### config.mk
export PLATFORM = sky130hd
export DESIGN_NAME = amp_phase_measure_compare
export DESIGN_NICKNAME = d
export VERILOG_FILES = /design/src/apmc_pkg.sv /design/src/apmc_channel.sv /design/src/apmc_irq.sv /design/src/amp_phase_measure_compare.sv
export VERILOG_INCLUDE_DIRS = /design/src /design/src/src
export SDC_FILE = /design/constraint.sdc
export NUM_CORES = 1
export LEC_CHECK = 0
export BUFFER_PORTS_ARGS = -buffer_cell sky130_fd_sc_hd__buf_2
export CAP_MARGIN = 20
export CELL_PAD_IN_SITES_DETAIL_PLACEMENT = 2
export CELL_PAD_IN_SITES_GLOBAL_PLACEMENT = 2
export CORE_MARGIN = 2
export CORE_UTILIZATION = 39
export DETAILED_ROUTE_END_ITERATION = 12
export PLACE_DENSITY_LB_ADDON = 0.3
export SLEW_MARGIN = 5
export SYNTH_ARGS = -nofsm -noshare
export SYNTH_HDL_FRONTEND = slang
export SYNTH_SLANG_ARGS = --single-unit
export TNS_END_PERCENT = 5
### constraint.sdc
create_clock -name clock -period 7.4 [get_ports clock]
set_input_delay 0.37 -clock clock [delete_from_list [all_inputs] [get_ports clock]]
set_output_delay 0.37 -clock clock [all_outputs]
set_load 0.01 [all_outputs]
### src/apmc_params.svh
// constants for the amplitude / phase measurement compare block
// assumes inclusion by bare name from design and bench files
`ifndef APMC_PARAMS_SVH
`define APMC_PARAMS_SVH

// ----------------------------------------------------------------
// register offsets (word indices, byte addr = 4*idx)
// ----------------------------------------------------------------
`define APMC_IDX_AM_CFG      8'h32
`define APMC_IDX_AM_REFV     8'h33
`define APMC_IDX_AM_AVG      8'h34
`define APMC_IDX_AM_RES      8'h35
`define APMC_IDX_PM_CFG      8'h36
`define APMC_IDX_PM_REFV     8'h37
`define APMC_IDX_PM_AVG      8'h38
`define APMC_IDX_PM_RES      8'h39
`define APMC_IDX_WAKE_CTRL   8'h31
`define APMC_IDX_IRQ_STATUS  8'h40
`define APMC_IDX_IRQ_ENABLE  8'h41
`define APMC_IDX_IRQ_CLEAR   8'h42
`define APMC_IDX_CMD         8'h43

// ----------------------------------------------------------------
// field positions
// ----------------------------------------------------------------
`define APMC_THR_MSB         7
`define APMC_THR_LSB         4
`define APMC_INCL_BIT        3
`define APMC_WGT_MSB         2
`define APMC_WGT_LSB         1
`define APMC_USE_AVG_BIT     0
`define APMC_WAKE_AM_BIT     2
`define APMC_WAKE_PM_BIT     1
`define APMC_IRQ_AM_BIT      0
`define APMC_IRQ_PM_BIT      1
`define APMC_CMD_DEFAULT_BIT 0

// ----------------------------------------------------------------
// reset values and weight shifts (4, 8, 16, 32)
// ----------------------------------------------------------------
`define APMC_RST_BYTE        8'h00
`define APMC_SHIFT_BASE      3'h2
`define APMC_BAD_READ        32'hdeadbeef

`endif

### src/apmc_pkg.sv
// types shared by the compare block and its channel engine
// assumes the params header sits alongside
package apmc_pkg;
  // one channel's decoded configuration
  typedef struct packed {
    logic [3:0] thr;      // delta limit
    logic       incl;     // include interrupting sample
    logic [1:0] wgt;      // weight code
    logic       use_avg;  // average as reference
  } apmc_cfg_t;

  // one measurement strobe with its value
  typedef struct packed {
    logic       valid;
    logic [7:0] value;
  } apmc_meas_t;

  // bus answer state
  typedef enum logic [0:0] {APMC_IDLE, APMC_ANSWER} apmc_bus_state_t;
endpackage

### src/apmc_channel.sv
// one measurement channel: compare against reference, auto-average
// assumes a synchronous measurement strobe and a defaults pulse
`timescale 1ns/1ps
`default_nettype none
`include "apmc_params.svh"
module apmc_channel (
  // clock and reset
  input  wire logic               clock,
  input  wire logic               rst_n,
  // control
  input  wire logic               set_default,
  input  wire apmc_pkg::apmc_cfg_t cfg,
  input  wire logic [7:0]         ref_reg,
  input  wire apmc_pkg::apmc_meas_t meas,
  // results
  output logic [7:0]              average,
  output logic [7:0]              result,
  output logic                    event_hit
);
  // ----------------------------------------------------------------
  // compare
  // ----------------------------------------------------------------
  wire logic [7:0] ref_sel = cfg.use_avg ? average : ref_reg;
  wire logic [7:0] diff    = (meas.value >= ref_sel) ? meas.value - ref_sel
                                                     : ref_sel - meas.value;
  wire logic       over    = diff > {4'h0, cfg.thr};
  // interrupting sample joins the average only when asked
  wire logic       incl    = !over || cfg.incl;
  // signed step, shifted by 2..5 (weights 4..32), arithmetic shift
  wire logic [2:0] shamt   = `APMC_SHIFT_BASE + {1'b0, cfg.wgt};
  wire logic signed [8:0] step = $signed({1'b0, meas.value}) - $signed({1'b0, average});
  wire logic signed [8:0] adj  = step >>> shamt;
  wire logic [8:0] sum     = {1'b0, average} + adj;
  wire logic [7:0] next_average = sum[7:0];

  // ----------------------------------------------------------------
  // state update
  // ----------------------------------------------------------------
  always_ff @(posedge clock or negedge rst_n) begin
    if (!rst_n) begin
      average   <= `APMC_RST_BYTE;
      result    <= `APMC_RST_BYTE;
      event_hit <= 1'b0;
    end else if (set_default) begin
      average   <= `APMC_RST_BYTE;
      result    <= `APMC_RST_BYTE;
      event_hit <= 1'b0;
    end else begin
      event_hit <= meas.valid && over;
      if (meas.valid) begin
        result <= meas.value;
        if (incl) begin
          average <= next_average;
        end
      end
    end
  end
endmodule // apmc_channel
`default_nettype wire

### src/apmc_irq.sv
// sticky interrupt status with enable mask and write-one clear
// assumes one-cycle event pulses on the same clock
`timescale 1ns/1ps
`default_nettype none
module apmc_irq #(
  parameter int N = 2
) (
  // clock and reset
  input  wire logic         clock,
  input  wire logic         rst_n,
  // events and software
  input  wire logic [N-1:0] evt,
  input  wire logic [N-1:0] clr,
  input  wire logic [N-1:0] enable,
  input  wire logic         set_default,
  // outputs
  output logic [N-1:0]      status,
  output logic              irq
);
  // ----------------------------------------------------------------
  // per-bit sticky flags, set beats clear
  // ----------------------------------------------------------------
  for (genvar i = 0; i < N; i++) begin : g_bit
    always_ff @(posedge clock or negedge rst_n) begin
      if (!rst_n) begin
        status[i] <= 1'b0;
      end else if (evt[i]) begin
        status[i] <= 1'b1;
      end else if (clr[i] || set_default) begin
        status[i] <= 1'b0;
      end
    end
  end
  // level output from a flop; rises with status through the event path, falls one cycle after status
  always_ff @(posedge clock or negedge rst_n) begin
    if (!rst_n) begin
      irq <= 1'b0;
    end else begin
      irq <= |((status | evt) & enable);
    end
  end
endmodule // apmc_irq
`default_nettype wire

### src/amp_phase_measure_compare.sv
// top of the amplitude / phase measurement compare block
// assumes Avalon-MM master on the same clock; measurement strobes synchronous
`timescale 1ns/1ps
`default_nettype none
`include "apmc_params.svh"
// How it works
// - amplitude threshold is config bits 7:4
// - phase threshold is config bits 7:4
// - amplitude bit 3 includes interrupting sample
// - phase bit 3 includes interrupting sample
// - bits 2:1 pick weight 4/8/16/32
// - amplitude bit 0 selects average reference
// - phase bit 0 selects average reference
// - config/reference registers RW, reset zero
// - display registers clear on reset/defaults
// - wake bit 2 enables amplitude measurement
// - wake bit 1 enables phase measurement
module amp_phase_measure_compare (
  // clock and reset
  input  wire logic        clock,
  input  wire logic        rst_n,
  // avalon-mm slave
  input  wire logic [9:0]  avs_address,
  input  wire logic        avs_read,
  input  wire logic        avs_write,
  input  wire logic [31:0] avs_writedata,
  input  wire logic [3:0]  avs_byteenable,
  output logic [31:0]      avs_readdata,
  output logic             avs_waitrequest,
  // measurement front end
  input  wire logic        timer_timeout,
  input  wire logic [7:0]  amplitude_value,
  input  wire logic [7:0]  phase_value,
  input  wire logic        amplitude_value_valid,
  input  wire logic        phase_value_valid,
  output logic             amplitude_measure_start,
  output logic             phase_measure_start,
  // interrupt
  output logic             irq
);
  // ----------------------------------------------------------------
  // timing at a glance
  // ----------------------------------------------------------------
  // bus: a request seen while idle is answered on the next edge with
  //   waitrequest low and read data registered, so every access costs
  //   two cycles; a write lands on the edge that sees waitrequest low
  // sample: a valid pulse updates result and average on the next edge;
  //   the status bit and the irq flop follow one edge later, the irq
  //   through the event path so it never waits for the status flop
  // defaults: the command raises set_default for one cycle, which then
  //   clears every register and display, and each status bit without an event that cycle, on the next edge
  // limitation: a sample that arrives while set_default is high is lost,
  //   the price of one shared clear pulse instead of per-register logic
  // limitation: only byte lane 0 carries data; a write with that lane
  //   off is dropped, so software must not rely on wider writes
  // ----------------------------------------------------------------
  // registers
  // ----------------------------------------------------------------
  // the four software registers hold exactly what software wrote;
  // only the channel engines decode their fields
  logic [7:0] am_cfg, am_refv, pm_cfg, pm_refv; // software registers
  logic [7:0] wake_ctrl;                         // wake-up control
  logic [1:0] irq_enable;                        // interrupt mask
  logic       set_default;                       // restore-defaults pulse
  apmc_pkg::apmc_bus_state_t bus_state;          // answer phase
  wire logic [7:0] am_avg, am_res, pm_avg, pm_res;
  wire logic [1:0] irq_status;
  wire logic am_hit, pm_hit, irq_w;

  // ----------------------------------------------------------------
  // bus decode: one wait state, answered in APMC_ANSWER
  // ----------------------------------------------------------------
  wire logic [7:0] idx  = avs_address[9:2];
  wire logic       req  = avs_read || avs_write;
  wire logic       take = req && bus_state == apmc_pkg::APMC_ANSWER;
  wire logic       wr   = take && avs_write && avs_byteenable[0];
  wire logic [7:0] wd   = avs_writedata[7:0];
  // one write strobe per writable register; other indices fall away
  wire logic wr_am_cfg = wr && idx == `APMC_IDX_AM_CFG;
  wire logic wr_am_refv = wr && idx == `APMC_IDX_AM_REFV;
  wire logic wr_pm_cfg = wr && idx == `APMC_IDX_PM_CFG;
  wire logic wr_pm_refv = wr && idx == `APMC_IDX_PM_REFV;
  wire logic wr_wake   = wr && idx == `APMC_IDX_WAKE_CTRL;
  wire logic wr_en     = wr && idx == `APMC_IDX_IRQ_ENABLE;
  wire logic wr_clr    = wr && idx == `APMC_IDX_IRQ_CLEAR;
  wire logic wr_cmd    = wr && idx == `APMC_IDX_CMD && wd[`APMC_CMD_DEFAULT_BIT];
  wire logic [1:0] clr_bits = wr_clr ? wd[1:0] : 2'h0;

  // read mux; unmapped answers a marker value
  logic [31:0] rd_sel;
  always_comb begin
    if (idx == `APMC_IDX_AM_CFG) rd_sel = {24'h0, am_cfg};
    else if (idx == `APMC_IDX_AM_REFV) rd_sel = {24'h0, am_refv};
    else if (idx == `APMC_IDX_AM_AVG) rd_sel = {24'h0, am_avg};
    else if (idx == `APMC_IDX_AM_RES) rd_sel = {24'h0, am_res};
    else if (idx == `APMC_IDX_PM_CFG) rd_sel = {24'h0, pm_cfg};
    else if (idx == `APMC_IDX_PM_REFV) rd_sel = {24'h0, pm_refv};
    else if (idx == `APMC_IDX_PM_AVG) rd_sel = {24'h0, pm_avg};
    else if (idx == `APMC_IDX_PM_RES) rd_sel = {24'h0, pm_res};
    else if (idx == `APMC_IDX_WAKE_CTRL) rd_sel = {24'h0, wake_ctrl};
    else if (idx == `APMC_IDX_IRQ_STATUS) rd_sel = {30'h0, irq_status};
    else if (idx == `APMC_IDX_IRQ_ENABLE) rd_sel = {30'h0, irq_enable};
    else if (idx == `APMC_IDX_IRQ_CLEAR) rd_sel = 32'h0;
    else if (idx == `APMC_IDX_CMD) rd_sel = 32'h0;
    else rd_sel = `APMC_BAD_READ;
  end

  // ----------------------------------------------------------------
  // bus handshake: waitrequest high at first cycle, low on second
  // ----------------------------------------------------------------
  always_ff @(posedge clock or negedge rst_n) begin
    if (!rst_n) begin
      bus_state       <= apmc_pkg::APMC_IDLE;
      avs_waitrequest <= 1'b1;
      avs_readdata    <= 32'h0;
    end else if (req && bus_state == apmc_pkg::APMC_IDLE) begin
      bus_state       <= apmc_pkg::APMC_ANSWER;
      avs_waitrequest <= 1'b0;
      avs_readdata    <= rd_sel;
    end else begin
      bus_state       <= apmc_pkg::APMC_IDLE;
      avs_waitrequest <= 1'b1;
    end
  end

  // ----------------------------------------------------------------
  // software registers, cleared by reset and defaults command
  // ----------------------------------------------------------------
  // set_default is a registered one-cycle pulse; it clears on the edge
  // after the command write, so a write in that cycle is discarded
  always_ff @(posedge clock or negedge rst_n) begin
    if (!rst_n) begin
      // power-up: every setting zero
      am_cfg      <= `APMC_RST_BYTE;
      am_refv     <= `APMC_RST_BYTE;
      pm_cfg      <= `APMC_RST_BYTE;
      pm_refv     <= `APMC_RST_BYTE;
      wake_ctrl   <= `APMC_RST_BYTE;
      irq_enable  <= 2'h0;
      set_default <= 1'b0;
    end else if (set_default) begin
      // restore-defaults: same values as power-up, pulse drops
      am_cfg      <= `APMC_RST_BYTE;
      am_refv     <= `APMC_RST_BYTE;
      pm_cfg      <= `APMC_RST_BYTE;
      pm_refv     <= `APMC_RST_BYTE;
      wake_ctrl   <= `APMC_RST_BYTE;
      irq_enable  <= 2'h0;
      set_default <= 1'b0;
    end else begin
      // pulse only from a command write with bit 0 set
      set_default <= wr_cmd;
      // plain byte writes, one register per strobe
      if (wr_am_cfg) am_cfg <= wd;
      if (wr_am_refv) am_refv <= wd;
      if (wr_pm_cfg) pm_cfg <= wd;
      if (wr_pm_refv) pm_refv <= wd;
      if (wr_wake) wake_ctrl <= wd;
      if (wr_en) irq_enable <= wd[1:0];
    end
  end

  // ----------------------------------------------------------------
  // measurement starts on timer timeout
  // ----------------------------------------------------------------
  always_ff @(posedge clock or negedge rst_n) begin
    if (!rst_n) begin
      amplitude_measure_start <= 1'b0;
      phase_measure_start     <= 1'b0;
    end else begin
      amplitude_measure_start <= timer_timeout && wake_ctrl[`APMC_WAKE_AM_BIT];
      phase_measure_start     <= timer_timeout && wake_ctrl[`APMC_WAKE_PM_BIT];
    end
  end

  // ----------------------------------------------------------------
  // channels
  // ----------------------------------------------------------------
  wire apmc_pkg::apmc_cfg_t am_c = am_cfg;
  wire apmc_pkg::apmc_cfg_t pm_c = pm_cfg;
  wire apmc_pkg::apmc_meas_t am_m = {amplitude_value_valid, amplitude_value};
  wire apmc_pkg::apmc_meas_t pm_m = {phase_value_valid, phase_value};

  apmc_channel u_am (
    .clock       (clock),
    .rst_n       (rst_n),
    .set_default (set_default),
    .cfg         (am_c),
    .ref_reg     (am_refv),
    .meas        (am_m),
    .average     (am_avg),
    .result      (am_res),
    .event_hit   (am_hit)
  );

  apmc_channel u_pm (
    .clock       (clock),
    .rst_n       (rst_n),
    .set_default (set_default),
    .cfg         (pm_c),
    .ref_reg     (pm_refv),
    .meas        (pm_m),
    .average     (pm_avg),
    .result      (pm_res),
    .event_hit   (pm_hit)
  );

  apmc_irq #(.N(2)) u_irq (
    .clock       (clock),
    .rst_n       (rst_n),
    .evt         ({pm_hit, am_hit}),
    .clr         (clr_bits),
    .enable      (irq_enable),
    .set_default (set_default),
    .status      (irq_status),
    .irq         (irq_w)
  );
  assign irq = irq_w;

  // distance of each incoming sample from its fixed reference register;
  // these properties judge the fixed-reference case only, the average
  // reference is left to the bench model
  wire logic [7:0] am_dist = (amplitude_value > am_refv) ? amplitude_value - am_refv
                                                         : am_refv - amplitude_value;
  wire logic [7:0] pm_dist = (phase_value > pm_refv) ? phase_value - pm_refv
                                                     : pm_refv - phase_value;
endmodule // amp_phase_measure_compare
`default_nettype wire

==> impl_metrics.json <==
{
  "ys_async_sr_fraction_pct": 100,
  "cts_max_path_buffers": 2,
  "end_kind": "flop",
  "reg2reg_from": "am_c[0]$_DFFE_PN0P_",
  "worstMarginPinSlew_ns": 0.935,
  "drv_cap": 0,
  "die_area_sq_mm": 0.0216,
  "crit_buf_inv": 1,
  "seqPwrFrac_pct": 27.8,
  "max_slew_margin_pct": 37.3,
  "coreArea_sq_mm": 0.0202,
  "clockRootBuffer": "clkbuf_16",
  "synth.top_cell.area_share_pct": 28.9,
  "start_kind": "flop",
  "die_w_um": 147,
  "cts_tree": "built",
  "numCtsBuffers": 9,
  "antenna_found_initial": 0,
  "cts_max_level": 3,
  "crit_fanout": 10,
  "fmax_mhz": 187,
  "place_congestion": 0.839,
  "synthFlopType": "dfrtp_1",
  "p_int_mw": 1.40,
  "skew_ns": 0.0110,
  "ys_ff_latch": 93,
  "setup.worst_path.start": "am_c[0]$_DFFE_PN0P_",
  "rrSetupSlack_ns": 2.04,
  "numClockSinks": 93,
  "timing.final.crit_period_ns": 5.36,
  "period_share_pct": 72.4,
  "wl_per_cell_um": 22.5,
  "cp_top_family": "compound AO/OA/AOI/OAI gates",
  "layout-drive-gt1-share_pct": 12.8,
  "hold_viol_final": 0,
  "yosysWarnings": 0,
  "viasPerCell": 5.89,
  "power_density_mw_per_mm2": 278,
  "clockPowerShare_pct": 20.2,
  "num_rows": 52,
  "cts-resized-gates": 0,
  "synthCells": 934,
  "slew_violations": 0,
  "setup_viol": 0,
  "synth_most_common_cell": "nor2_1",
  "outcome": "finished, final reports clean",
  "nNetsFinal": 1104,
  "area_growth_pct": 9.06,
  "r2r_end": "u_am.average[7]$_DFFE_PN0P_",
  "rsz0062_at_grt": "no",
  "firstDrtPassIters": 5,
  "synth_common_cells": "100 x nor2_1, 92 x dfrtp_1, 85 x mux2i_1",
  "slowest_delay_ns": 0.71,
  "grt_overflow": 0,
  "io_buffer_count": 68,
  "drc": 0,
  "power_frac_comb_pct": 52.1,
  "synth_edf_count": 0,
  "required_ns": 7.67,
  "die_h_um": 147,
  "grt_pass1_wl_um": 44900,
  "crit_arrival_ns": 5.63,
  "fin_setup_tns_ns": 0,
  "io_pins": 105,
  "detailedPlacementHpwl_um": 20900,
  "post-synth-top-area-cell": "dfrtp_1",
  "crit_end": "u_am.average[7]$_DFFE_PN0P_",
  "grt_max_degree": 76,
  "power_switching_share_pct": 42.0,
  "min_delay_path_depth": 2,
  "peakVddDrop_mv": 0.128,
  "design_area_sq_mm": 0.00869,
  "wl_um": 27900,
  "synth.distinct_cells": 80,
  "cts.clk_slew.worst_paths_ns": 0.07,
  "ys_seq_area_share_pct": 29.2,
  "track_usage_pct": 26.4,
  "antenna_left": 0,
  "cp_slowest_cell": "dfrtp_1",
  "first_global_vias": 7844,
  "clk_latency_ns": 0.36,
  "power_leakage_nw": 4.26,
  "postSynthAreaPerCell_sq_um": 8.53,
  "drt_iter0_markers": 327,
  "place_area_sq_mm": 0.00837,
  "cp.depth": 17,
  "start_util_pct": 39.5,
  "vias": 7290,
  "power_switching_mw": 1.02,
  "ff2ff_path_depth": 17,
  "crit_type": "flop to flop",
  "path_cells": "mux2i_1 -> inv_1 -> ha_1 -> and4_1 -> a2111oi_4 -> o31ai_4 -> mux2_2 -> ha_1 -> nor2b_1 -> o21ai_0 -> nand2b_1 -> a21oi_1 -> a41oi_1 -> nor4_2 -> a41oi_2 -> or3_1 -> a21oi_1",
  "syn_area_sq_mm": 0.00797,
  "antenna_cells": 0,
  "hp-class": "input pin to flop",
  "synthTopCellsByArea": "dfrtp_1 29%, mux2i_1 11%, ha_1 10%, nor2_1 4.7%, a21oi_1 3.7%"
}
==> routing by layer <==
metal	vias up	GRT usage, %	wire (um)
met5	-	0	0
met4	0	7.02	500
met3	32	2.55	908
met2	149	45.3	13700
met1	3764	35.9	12800
li1	3345	-	-
==> power by group through the flow <==
stage | combinational, mW | sequential [mW] | clock, mW
detailed placement | 1.25 | 0.678 | 0
floorplan | 0.976 | 0.635 | 0
CTS | 1.27 | 0.670 | 0.494
global route | 1.43 | 0.680 | 0.510
global placement | 1.18 | 0.677 | 0
finish | 1.26 | 0.672 | 0.488
==> sequential cells by signal (all words and copies together), names as in the netlist <==
name                     cells
am_refv                      8
u_irq.status                 2
u_pm.average                 8
pm_refv                      8
amplitude_measure_start      1
u_pm.event_hit               1
phase_measure_start          1
avs_waitrequest              1
bus_state                    1
u_pm.result                  8
u_am.average                 8
avs_readdata                 9
u_am.event_hit               1
u_irq.irq                    1
u_am.result                  8
am_c                         8
set_default                  1
wake_ctrl                    8
pm_c                         8
irq_enable                   2
==> cell type report <==
type                            instances  area [sq um]
Multi-Input combinational cell        714          5060
Fill cell                            2278         11500
Sequential cell                        93          2330
Timing Repair Buffer                   73           383
Inverter                               72           270
Tap cell                              270           338
Clock buffer                           12           256
Clock inverter                          4          47.5
==> cell usage in the layout (no fill, tap or decap), drive strengths merged, types with 24 or more instances in the layout <==
cell | synthesis | final
nand2 | 68 | 68
buf | 31 | 72
a21oi | 59 | 59
nand3 | 24 | 24
inv | 72 | 72
ha | 66 | 66
nor2 | 100 | 100
dfrtp | 92 | 92
mux2i | 85 | 85
o21ai | 55 | 55
==> cell families after synthesis <==
| group | count (synthesis) | share of synthesized area, % |
|---|---|---|
| DFF | 93 | 29.2 |
| adders and majority gates | 72 | 11.9 |
| and+or+nand+nor | 292 | 17.7 |
| muxes | 92 | 11.8 |
| other | 1 | 0.0471 |
| buffers and inverters | 133 | 7.49 |
| AOI/OAI and AO/OA | 230 | 19.6 |
| xor gates and xnor gates | 21 | 2.31 |
==> through the flow <==
step           hold WS [ns]  power, mW  std cells  utilization (%)  setup WS [ns]
2_1_floorplan        0.0744       1.61        940                -           2.88
3_3_place_gp          0.387       1.86       1221             41.5           2.35
3_5_place_dp          0.383       1.93       1221             41.5           2.07
4_1_cts               0.227       2.43       1238             43.1           2.02
5_1_grt               0.246       2.62       1238             43.1           1.61
6_report              0.230       2.42       1238             43.1           2.04
==> worst min path at each step <==
stage	startpoint	endpoint
final	timer_timeout	amplitude_measure_start$_DFF_PN0_
after detailed placement	rst_n	u_irq.status[1]$_DFFE_PN0P_
after global routing	timer_timeout	amplitude_measure_start$_DFF_PN0_
after floorplan	rst_n	am_c[0]$_DFFE_PN0P_
after global placement	rst_n	phase_measure_start$_DFF_PN0_
after CTS	timer_timeout	amplitude_measure_start$_DFF_PN0_
==> repair_timing <==
item / 4_1_cts / 5_1_grt
hold buffers: 1 / 0
endpoints found under the hold margin: 2 / 0
buffers inserted: 0 / 0
No activity file was read; power rests on OpenSTA's default activity.
